--- src/hdl/pmr_regs.svh ---
`ifndef PMR_REGS_SVH
`define PMR_REGS_SVH

// ----------------------------------------
// Register offsets
// ----------------------------------------
`define PMR_ADDR_PIN_STATE 8'h11
`define PMR_ADDR_DIRECTION 8'h12
`define PMR_ADDR_REDUCED 8'h13
`define PMR_ADDR_PULL_EN 8'h14
`define PMR_ADDR_PULL_POL 8'h15
`define PMR_ADDR_OPEN_DRAIN 8'h16
`define PMR_ADDR_ROUTING 8'h17

// ----------------------------------------
// Routing fields and reset values
// ----------------------------------------
`define PMR_CANA_LSB 0
`define PMR_CANC_LSB 2
`define PMR_SPI0_BIT 4
`define PMR_SPI1_BIT 5
`define PMR_SPI2_BIT 6
`define PMR_ROUTE_MASK 8'h7f
`define PMR_CFG_RST 8'h00
`endif

--- src/hdl/pmr_pkg.sv ---
package pmr_pkg;
    typedef enum logic [2:0] {
        PMR_OWN_GPIO = 3'h0,
        PMR_OWN_SPI0 = 3'h1,
        PMR_OWN_CANA = 3'h3,
        PMR_OWN_CANB = 3'h2,
        PMR_OWN_CANC = 3'h6
    } pmr_owner_e;

    // Pad controls of the eight port pins
    typedef struct packed {
        logic [7:0] oe;
        logic [7:0] out;
        logic [7:0] reduced;
        logic [7:0] pull_up;
        logic [7:0] pull_dn;
    } pmr_pad_s;

    // SPI0 lines in order MISO, MOSI, SCK, SS
    typedef struct packed {
        logic [3:0] oe;
        logic [3:0] out;
    } pmr_spi_s;
endpackage : pmr_pkg

--- src/hdl/pmr_port.sv ---
`timescale 1ns/10ps
`include "pmr_regs.svh"
module pmr_port (
    input wire logic sys_clk,
    input wire logic sys_rst,
    input wire logic [7:0] reg_addr,
    input wire logic [7:0] reg_wdata,
    input wire logic reg_wr,
    input wire logic reg_rd,
    output logic [7:0] reg_rdata,
    input wire logic [7:0] pad_in,
    output pmr_pkg::pmr_pad_s pads,
    input wire logic [7:0] gpio_data,
    input wire logic can_a_en,
    input wire logic can_a_transmit,
    output logic can_a_receive,
    input wire logic can_b_en,
    input wire logic can_b_transmit,
    output logic can_b_receive,
    input wire logic can_c_en,
    input wire logic can_c_transmit,
    output logic can_c_receive,
    output logic [1:0] can_c_route,
    input wire logic spi0_en,
    input wire pmr_pkg::pmr_spi_s spi0_drive,
    output logic [3:0] spi0_sense,
    output logic spi0_on_port_m,
    output logic spi1_on_port_h,
    output logic spi2_on_port_h
);

    // ----------------------------------------
    // Pin synchroniser
    // ----------------------------------------
    logic [7:0] sync1_reg;
    logic [7:0] sync2_reg;
    logic [7:0] sync3_reg;
    logic [7:0] pin_state_reg;
    logic [7:0] pin_state_next;

    // A bit moves only once the last two stages agree, so a slow edge
    // cannot show a one-cycle glitch to software
    always_comb begin
        pin_state_next = (~(sync2_reg ^ sync3_reg) & sync3_reg)
                       | ((sync2_reg ^ sync3_reg) & pin_state_reg);
    end

    // No reset here: the pins are sampled throughout reset
    always_ff @(posedge sys_clk) begin
        sync1_reg <= pad_in;
        sync2_reg <= sync1_reg;
        sync3_reg <= sync2_reg;
        pin_state_reg <= pin_state_next;
    end

    // ----------------------------------------
    // Configuration registers
    // ----------------------------------------
    logic [7:0] dir_reg, dir_next;
    logic [7:0] rdr_reg, rdr_next;
    logic [7:0] pe_reg, pe_next;
    logic [7:0] pps_reg, pps_next;
    logic [7:0] od_reg, od_next;
    logic [7:0] route_reg, route_next;
    logic [7:0] rdata_next;

    always_comb begin
        dir_next = dir_reg;
        rdr_next = rdr_reg;
        pe_next = pe_reg;
        pps_next = pps_reg;
        od_next = od_reg;
        route_next = route_reg;
        if (reg_wr) begin
            // Writes to the pin-state offset fall through
            unique case (reg_addr)
                `PMR_ADDR_DIRECTION: dir_next = reg_wdata;
                `PMR_ADDR_REDUCED: rdr_next = reg_wdata;
                `PMR_ADDR_PULL_EN: pe_next = reg_wdata;
                `PMR_ADDR_PULL_POL: pps_next = reg_wdata;
                `PMR_ADDR_OPEN_DRAIN: od_next = reg_wdata;
                `PMR_ADDR_ROUTING: route_next = reg_wdata & `PMR_ROUTE_MASK;
                default: ;
            endcase
        end
        rdata_next = 8'h00;
        if (reg_rd) begin
            unique case (reg_addr)
                `PMR_ADDR_PIN_STATE: rdata_next = pin_state_reg;
                `PMR_ADDR_DIRECTION: rdata_next = dir_reg;
                `PMR_ADDR_REDUCED: rdata_next = rdr_reg;
                `PMR_ADDR_PULL_EN: rdata_next = pe_reg;
                `PMR_ADDR_PULL_POL: rdata_next = pps_reg;
                `PMR_ADDR_OPEN_DRAIN: rdata_next = od_reg;
                `PMR_ADDR_ROUTING: rdata_next = route_reg;
                default: rdata_next = 8'h00;
            endcase
        end
    end

    always_ff @(posedge sys_clk) begin
        if (sys_rst) begin
            dir_reg <= `PMR_CFG_RST;
            rdr_reg <= `PMR_CFG_RST;
            pe_reg <= `PMR_CFG_RST;
            pps_reg <= `PMR_CFG_RST;
            od_reg <= `PMR_CFG_RST;
            route_reg <= `PMR_CFG_RST;
            reg_rdata <= 8'h00;
        end else begin
            dir_reg <= dir_next;
            rdr_reg <= rdr_next;
            pe_reg <= pe_next;
            pps_reg <= pps_next;
            od_reg <= od_next;
            route_reg <= route_next;
            reg_rdata <= rdata_next;
        end
    end

    // Routing selects toward the other ports come straight from the register
    assign can_c_route = route_reg[`PMR_CANC_LSB +: 2];
    assign spi0_on_port_m = route_reg[`PMR_SPI0_BIT];
    assign spi1_on_port_h = route_reg[`PMR_SPI1_BIT];
    assign spi2_on_port_h = route_reg[`PMR_SPI2_BIT];

    // ----------------------------------------
    // Pin ownership and pad control
    // ----------------------------------------
    // SPI0 line serving port M pin i, order MISO, MOSI, SCK, SS
    function automatic logic [1:0] spi_slot(input int pin);
        unique case (pin)
            2: spi_slot = 2'h0;
            4: spi_slot = 2'h1;
            5: spi_slot = 2'h2;
            default: spi_slot = 2'h3;
        endcase
    endfunction : spi_slot

    pmr_pkg::pmr_owner_e own [8];
    logic [7:0] dir_eff;
    logic [7:0] dat_eff;
    logic [7:0] can_rx_mask;
    logic [7:0] pull_act;
    pmr_pkg::pmr_pad_s pads_next;
    logic rx_a_next, rx_b_next, rx_c_next;
    logic [3:0] sense_next;

    always_comb begin
        dir_eff = 8'h00;
        dat_eff = 8'h00;
        can_rx_mask = 8'h00;
        rx_a_next = 1'b1;
        rx_b_next = 1'b1;
        rx_c_next = 1'b1;
        sense_next = 4'h0;
        for (int i = 0; i < 8; i++) begin
            // Later tests win, so the order below is the priority
            own[i] = pmr_pkg::PMR_OWN_GPIO;
            if (spi0_en && route_reg[`PMR_SPI0_BIT] && i >= 2 && i <= 5) begin
                own[i] = pmr_pkg::PMR_OWN_SPI0;
            end
            if (can_c_en && i >= 4
                && route_reg[`PMR_CANC_LSB +: 2] == 2'((i >> 1) - 1)) begin
                own[i] = pmr_pkg::PMR_OWN_CANC;
            end
            if (can_a_en && i <= 5 && route_reg[`PMR_CANA_LSB +: 2] == 2'(i >> 1)) begin
                own[i] = pmr_pkg::PMR_OWN_CANA;
            end
            if (can_b_en && i <= 1) begin
                own[i] = pmr_pkg::PMR_OWN_CANB;
            end
            unique case (own[i])
                pmr_pkg::PMR_OWN_GPIO: begin
                    // Direction bits regain the pin once nobody else holds it
                    dir_eff[i] = dir_reg[i];
                    dat_eff[i] = gpio_data[i];
                end
                pmr_pkg::PMR_OWN_SPI0: begin
                    dir_eff[i] = spi0_drive.oe[spi_slot(i)];
                    dat_eff[i] = spi0_drive.out[spi_slot(i)];
                    sense_next[spi_slot(i)] = pin_state_reg[i];
                end
                pmr_pkg::PMR_OWN_CANA: begin
                    dir_eff[i] = i[0];
                    dat_eff[i] = i[0] & can_a_transmit;
                    if (!i[0]) rx_a_next = pin_state_reg[i];
                end
                pmr_pkg::PMR_OWN_CANB: begin
                    dir_eff[i] = i[0];
                    dat_eff[i] = i[0] & can_b_transmit;
                    if (!i[0]) rx_b_next = pin_state_reg[i];
                end
                pmr_pkg::PMR_OWN_CANC: begin
                    dir_eff[i] = i[0];
                    dat_eff[i] = i[0] & can_c_transmit;
                    if (!i[0]) rx_c_next = pin_state_reg[i];
                end
            endcase
            can_rx_mask[i] = own[i] != pmr_pkg::PMR_OWN_GPIO
                          && own[i] != pmr_pkg::PMR_OWN_SPI0 && !i[0];
        end
        // Open drain also covers peripheral outputs, so a bus of several
        // nodes can share the line
        pads_next.oe = dir_eff & ~(od_reg & dat_eff);
        pads_next.out = dat_eff & ~od_reg;
        pads_next.reduced = dir_eff & rdr_reg;
        pull_act = pe_reg & (~dir_eff | od_reg);
        pads_next.pull_up = pull_act & (~pps_reg | can_rx_mask);
        pads_next.pull_dn = pull_act & pps_reg & ~can_rx_mask;
    end

    // Receivers idle recessive (high) while not routed to port M
    always_ff @(posedge sys_clk) begin
        if (sys_rst) begin
            pads <= '0;
            can_a_receive <= 1'b1;
            can_b_receive <= 1'b1;
            can_c_receive <= 1'b1;
            spi0_sense <= 4'h0;
        end else begin
            pads <= pads_next;
            can_a_receive <= rx_a_next;
            can_b_receive <= rx_b_next;
            can_c_receive <= rx_c_next;
            spi0_sense <= sense_next;
        end
    end
endmodule : pmr_port

--- config.mk ---
export PLATFORM = sky130hd
export DESIGN_NAME = pmr_port
export DESIGN_NICKNAME = d
export VERILOG_FILES = /design/src/hdl/pmr_pkg.sv /design/src/hdl/pmr_port.sv
export VERILOG_INCLUDE_DIRS = /design/src /design/src/hdl
export SDC_FILE = /design/constraint.sdc
export NUM_CORES = 1
export LEC_CHECK = 0
export ABC_AREA = 1
export BUFFER_PORTS_ARGS = -buffer_cell sky130_fd_sc_hd__buf_2
export CELL_PAD_IN_SITES_DETAIL_PLACEMENT = 0
export CELL_PAD_IN_SITES_GLOBAL_PLACEMENT = 1
export CORE_MARGIN = 5
export CORE_UTILIZATION = 37
export CTS_BUF_LIST = sky130_fd_sc_hd__clkbuf_4 sky130_fd_sc_hd__clkbuf_8
export CTS_CLUSTER_DIAMETER = 30
export DETAILED_ROUTE_END_ITERATION = 10
export PLACE_DENSITY_LB_ADDON = 0.1
export SLEW_MARGIN = 20
export SYNTH_ARGS = -nofsm -noshare
export SYNTH_HDL_FRONTEND = slang
export SYNTH_SLANG_ARGS = --single-unit
export TNS_END_PERCENT = 10
--- constraint.sdc ---
create_clock -name sys_clk -period 1.1 [get_ports sys_clk]
set_input_delay 0.165 -clock sys_clk [delete_from_list [all_inputs] [get_ports sys_clk]]
set_output_delay 0.165 -clock sys_clk [all_outputs]
set_load 0.01 [all_outputs]
# Word-level counts from Yosys, hierarchy flattened
# Cells that the tools add are included.
# W data, S select, Z words.
[word_totals]
reg_bits = 134
input_bits = 51
out_inout_bits = 60
elab_cells = 214
[op_classes]
magnitude_cmp = 12
eq_ne = 31
mux = 93
bitwise_logic = 22
n_reduce_logical = 36
[op_table]
columns = ["cell", "n"]
rows = [
  ["$and A8 B8 Y8", 10],
  ["$eq A8 B5 Y1 const B", 7],
  ["$pmux W8 S7", 1],
  ["$not A8 Y8", 5],
  ["$pmux W1 S3", 12],
  ["$mux W4", 8],
  ["$mux W1", 31],
  ["$bwmux W4", 7],
  ["$bmux W1 S2", 12],
  ["$pmux W1 S5", 4],
  ["$eq A3 B2 Y1 const B", 6],
  ["$lt A2 B3 Y1 const B", 6],
  ["$mux W2", 9],
  ["$logic_and A1 B1 Y1", 16],
  ["$or A8 B8 Y8", 2],
  ["$demux W1 S2", 6],
  ["$ge A2 B1 Y1 const B", 6],
  ["$logic_not A3 Y1", 4],
  ["$ne A3 B1 Y1 const B", 4],
  ["$reduce_and A2 Y1", 6],
  ["$reduce_bool A3 Y1", 4],
  ["$reduce_or A3 Y1", 4],
  ["$eq A3 B1 Y1 const B", 3],
  ["$eq A3 B3 Y1 const B", 3],
  ["11 further kinds", 18],
]

# Longest topological paths before layout
[logic_depth]
ltp_word = 26
depth_mapped = 9
depth_no_buf = 9

# Worst setup path after synthesis
# No wires, ideal clock.
[synth_timing]
kind = "reg-to-reg"
from = "reg route_reg[0]"
to = "reg pads[37] (netlist name)"
setup_ps = 109
t_arrival_ps = 1064
t_required_ps = 991
setup_slack_ps = -73
stages_incl_launch_ff = 10
n_path_buf = 0
period_less_slack_ps = 1173
path_cell_list = "dfxtp_1 inv_2 nand3_1 nand2_2 nor2_1 nand2_1 nand2_1 nor2_1 nand2_1 inv_1"
[synth_via]
elab_chain_cells = 8
elab_cells_between_ends = 14
classes_between = "5 x eq/ne; 3 x mux; 3 x bitwise; 3 x reduce/logical"
[synth_rtl]
columns = ["element", "line_no", "source"]
rows = [
  ["from (decl)", "pmr_port.sv:64", "logic [7:0] route_reg, route_next;"],
  ["from (signal assigned)", "pmr_port.sv:108", "route_reg <= `PMR_CFG_RST;"],
  ["from (signal assigned)", "pmr_port.sv:116", "route_reg <= route_next;"],
  ["$eq A2 B2 Y1 *", "pmr_port.sv:167", "if (can_a_en && i <= 5 && route_reg[`PMR_CANA_LSB +: 2] == 2'(i >> 1)) begin"],
  ["$logic_and A1 B1 Y1 *", "pmr_port.sv:167", ""],
  ["$mux W3 *", "pmr_port.sv:167", ""],
  ["$eq A3 B3 Y1 (tied with other cells)", "pmr_port.sv:173", "unique case (own[i])"],
  ["$pmux W1 S5", "pmr_port.sv:173", ""],
  ["$and A8 B8 Y8", "pmr_port.sv:205", "pads_next.oe = dir_eff & ~(od_reg & dat_eff);"],
  ["$not A8 Y8", "pmr_port.sv:205", ""],
  ["$and A8 B8 Y8 *", "pmr_port.sv:205", ""],
  ["to (signal assigned)", "pmr_port.sv:222", "pads <= pads_next;"],
  ["to (decl)", "pmr_port.sv:12", "output pmr_pkg::pmr_pad_s pads,"],
]
# Every way passes the cells marked *; elsewhere a longest branch is shown, timed or not.
# A chain may end at the register's enable or synchronous reset.

# Worst setup path in the final report
[layout_timing]
from = "reg route_reg[1]"
to = "reg pads[19] (netlist name)"
[layout_via]
elab_chain_cells = 7
elab_cells_between_ends = 11
classes_between = "5 x eq/ne; 2 x mux; 1 x bitwise; 3 x reduce/logical"
[layout_rtl]
columns = ["element", "line_no", "source"]
rows = [
  ["$eq A2 B1 Y1 *", "pmr_port.sv:167", ""],
  ["$logic_and A1 B1 Y1 *", "pmr_port.sv:167", ""],
  ["$mux W2 *", "pmr_port.sv:167", ""],
  ["$eq A3 B3 Y1 or $eq A3 B2 Y1 (tied branches)", "pmr_port.sv:173", ""],
  ["$reduce_or A3 Y1 (no source line)", "-", ""],
  ["$pmux W1 S3 *", "pmr_port.sv:173", ""],
  ["$and A8 B8 Y8 *", "pmr_port.sv:207", "pads_next.reduced = dir_eff & rdr_reg;"],
]
# Marked as above.

==> summary by stage <==
Outcome
The flow ran to the end, but the final reports show violations. The checks that failed: negative setup slack.

Synth
Summing the areas of all compound-gate instances in the mapped netlist gives 11.6% of the synthesized area. The biggest area consumer among synthesized cells is sky130_fd_sc_hd__dfxtp_1. The synthesized design contains 134 register bits. The cell count after synthesis came out at 598. Sequential elements use 54.2% of the synthesized area. Sorting the synthesized cells by area gives the leading types as sky130_fd_sc_hd__dfxtp_1 (49%), sky130_fd_sc_hd__nand3_1 (7.2%), sky130_fd_sc_hd__nand2_1 (5.4%), sky130_fd_sc_hd__a21oi_1 (5.3%), sky130_fd_sc_hd__nor2_1 (5.2%). The post-synthesis cell type count is 35. The post-synthesis share of cell area spent on full adders, half adders and majority gates is 0%. The per-instance average area after synthesis is 8.53 µm². The share of synthesized area spent on multiplexers is 0.196%. The fraction of synthesized cell area in xor and xnor cells is 1.37%. Summing the areas of all and, or, nand and nor instances in the mapped netlist gives 23.9% of the synthesized area. The main combinational cell family by area after synthesis is simple AND/OR/NAND/NOR gates. After synthesis the cells add up to 5100 µm².

The number of warnings reported in the yosys synthesis log is 0. The net count after synthesis is 649. After synthesis, the largest area contributor takes up 49.5% of total cell area.

Power and ir drop
Combinational logic is responsible for 5.8% of the overall power. Net switching is 22.9% of the power. The power density over the cells is 1420 nW/µm².

The standby leakage power is 3.14 nW. In this run, flip-flops and latches consume 48.7% of the power. The cell-internal power is 7.96 mW.

VDD sags by at most 0.000949 V. The net switching power of the design is 2.37 mW. Of the total power, the clock network draws 45.4%.

Floorplanning
The area enclosed by the die boundary is 16200 µm². Row generation in the floorplan step produced 42 rows. The die outline width is 127 µm.

The initial standard-cell utilization of the core is 38.0%. The core footprint is 13400 µm². The y dimension of the die is 127 µm. 111 I/O pins were placed.

Timing
Dividing the final minimum period by the clock period gives 115%. The count of final max-slew check failures is 0. The maximum clock rate is 793 MHz. The count of endpoints failing hold in the final timing report is 0. At the pin with the least slew margin, the transition time is 0.343 ns. Setup violations remaining at the end of the flow were counted as 28. Measured against its own limit, the worst slew margin works out to 77.1%. Counting I/O delays and the setup requirement, the final critical path takes 1.26 ns. Setup repair after global routing could not meet its margin everywhere. On the final layout, the worst clock skew is 0.00871 ns.

In the final timing run, aggregate negative setup slack is -2.25 ns. In the post-route analysis, the smallest setup slack over all paths is -0.162 ns.

GRT
The number of global-route vias before repair is 4774. The initial antenna violation count is 0. The first global-routing pass estimated 24000 µm of wire. The global-route total usage across every layer is 19.0%. Entering global routing, the biggest net connects 30 pins. The global-route congestion overflow total is 0.

Finish
The flip-flop count of the largest register, all copies and words added is 40. The proportion of layout cells with a drive suffix above 1 is 38.3%. The number of antenna cells inserted is 0. More flip-flops sit in one register than any other, and that register is pads. Leaving out fill and tap cells, the most frequent cells in the layout are sky130_fd_sc_hd__dfxtp_1 (112), sky130_fd_sc_hd__buf_2 (103), sky130_fd_sc_hd__nand2_1 (64). The utilization of the core after routing is 54.1%. The growth of design area from synthesis to finish is 42.2%. The final net count is 838. The leading cell type in the layout, fill and taps excluded is sky130_fd_sc_hd__dfxtp_1.

Routing
The average wire per standard cell is 15.3 µm. The average via count per standard cell is 4.68. The antenna violation net count after detailed routing is 0. For this run, the detailed router's first-pass iteration total came to 5. The total wire length after detailed routing is 14900 µm. Across all layers, the routed design uses 4572 vias. For this run, design rule violations remaining after detail routing come to 0. The number of design-rule violations left by the first detailed-router iteration is 284.

Clock network
TritonCTS built the clock tree. The clock transition at the registers of the reported paths is 0.08 ns. In this run the number of H-tree levels came out at 4. The library cell used as clock root buffer is sky130_fd_sc_hd__clkbuf_8. The number of clock buffers inserted by TritonCTS is 17. The buffer depth of the longest clock path is 2. Counting every sink on the clock net gives 134. Clock latency on the worst-skew pair, taken at its later pin, is 0.44 ns.

Hold path
The min-delay analysis places its worst path in the category in2reg. The worst hold path passes through 3 cells.

Setup path
The required time of the critical path is 1.48 ns. The largest fanout on the critical path is 4. The worst setup path is of the reg2reg kind.

The cell count of the worst reg-to-reg path is 7. STA classifies the critical path startpoint as a flip-flop. For the worst setup path, the data arrival time is 1.64 ns. The nature of the critical path endpoint is a flip-flop.

Place
Before CTS, the worst setup slack after placement is -0.305 ns. During placement, the flow inserted port buffers numbering 110. The post-detailed-placement half-perimeter wirelength is 11000 µm. The congestion estimate from routability-driven global placement came to 0.841.

Flow run
Across the run, the number of max-cap violations was 0.
-- worst max-delay path, stage by stage (launching register included) --
cell,delay [ns]
sky130_fd_sc_hd__dfxtp_2,0.35
sky130_fd_sc_hd__inv_4,0.08
sky130_fd_sc_hd__nand3_4,0.10
sky130_fd_sc_hd__nand3b_1,0.15
sky130_fd_sc_hd__o21ai_4,0.09
sky130_fd_sc_hd__buf_6,0.12
sky130_fd_sc_hd__or2_4,0.23
sky130_fd_sc_hd__nor2_2,0.09
-- through the flow --
step	power [mW]	cell area [µm²]	std cells	hold WS (ns)
after CTS	10.4	7050	971	-0.0531
after detailed placement	5.69	6240	926	0.269
after global routing	10.7	7250	976	0.0109
final	10.3	7250	976	0.0239
after global placement	5.68	6240	926	0.268
after floorplan	5.39	5110	598	0.193
-- power by group through the flow --
| stage | combinational [mW] | clock [mW] | sequential [mW] |
|---|---|---|---|
| 2_1_floorplan | 0.236 | 0 | 5.15 |
| 3_3_place_gp | 0.532 | 0 | 5.15 |
| 3_5_place_dp | 0.534 | 0 | 5.15 |
| 4_1_cts | 0.584 | 4.80 | 5.03 |
| 5_1_grt | 0.660 | 5.05 | 5.04 |
| 6_report | 0.603 | 4.69 | 5.03 |
-- routing by layer --
layer	vias to the layer above	share of wire, %	global-route usage, %
met2	113	50	32.3
met3	18	5.5	5.01
li1	2333	-	-
met1	2108	42	23.2
met5	-	0	0
met4	0	2.1	7.07
-- repair_timing --
| item | 4_1_cts | 5_1_grt |
|---|---|---|
| pin swaps | 10 | 18 |
| endpoints found under the hold margin | 12 | 1 |
| hold buffers | 10 | 1 |
| setup endpoints to repair | 50 | 56 |
| resized for setup | 63 | 46 |
| buffers inserted | 4 | 5 |
-- cell usage after synthesis (all sizes together) --
library cell	n
nand3	79
clkinv	1
nor3	10
or2	4
nand2	77
xnor2	8
inv	70
o211ai	5
dfxtp	126
buf	17
clkbuf	5
nand4	2
o2111ai	1
a21oi	57
edfxtp	8
o21a	1
nand3b	2
o21ai	44
a31oi	1
mux2i	1
nor2	78
nor4	1
-- final cells by class --
cell class                 count  area, µm²
fill                        1263       6150
tap                          176        220
clock inverter                15        228
timing repair buffer         192       1330
sequential                   134       2790
clock buffer                  17        234
inverter                      71        284
multi-input combinational    371       2170
-- final timing paths --
kind	start	to	slack [ns]
worst max-delay path	route_reg[1]$_SDFFE_PP0P_	pads[19]$_SDFF_PP0_	-0.16
worst min-delay path	reg_wdata[5]	route_reg[5]$_SDFFE_PP0P_	0.02
worst max register to register	route_reg[1]$_SDFFE_PP0P_	pads[19]$_SDFF_PP0_	-0.16
worst min register to register	sync1_reg[2]$_DFF_P_	sync2_reg[2]$_DFF_P_	0.33
-- cells by family (layout without fill, tap and decap cells) --
kind of cell / Yosys count / after routing
xor gates and xnor gates: 8 / 8
DFF: 134 / 134
and+or+nand+nor: 253 / 253
muxes: 1 / 1
AOI/OAI and AO/OA: 109 / 109
buffers and inverters: 93 / 295
Note: power is estimated with default switching activity, not from simulation.
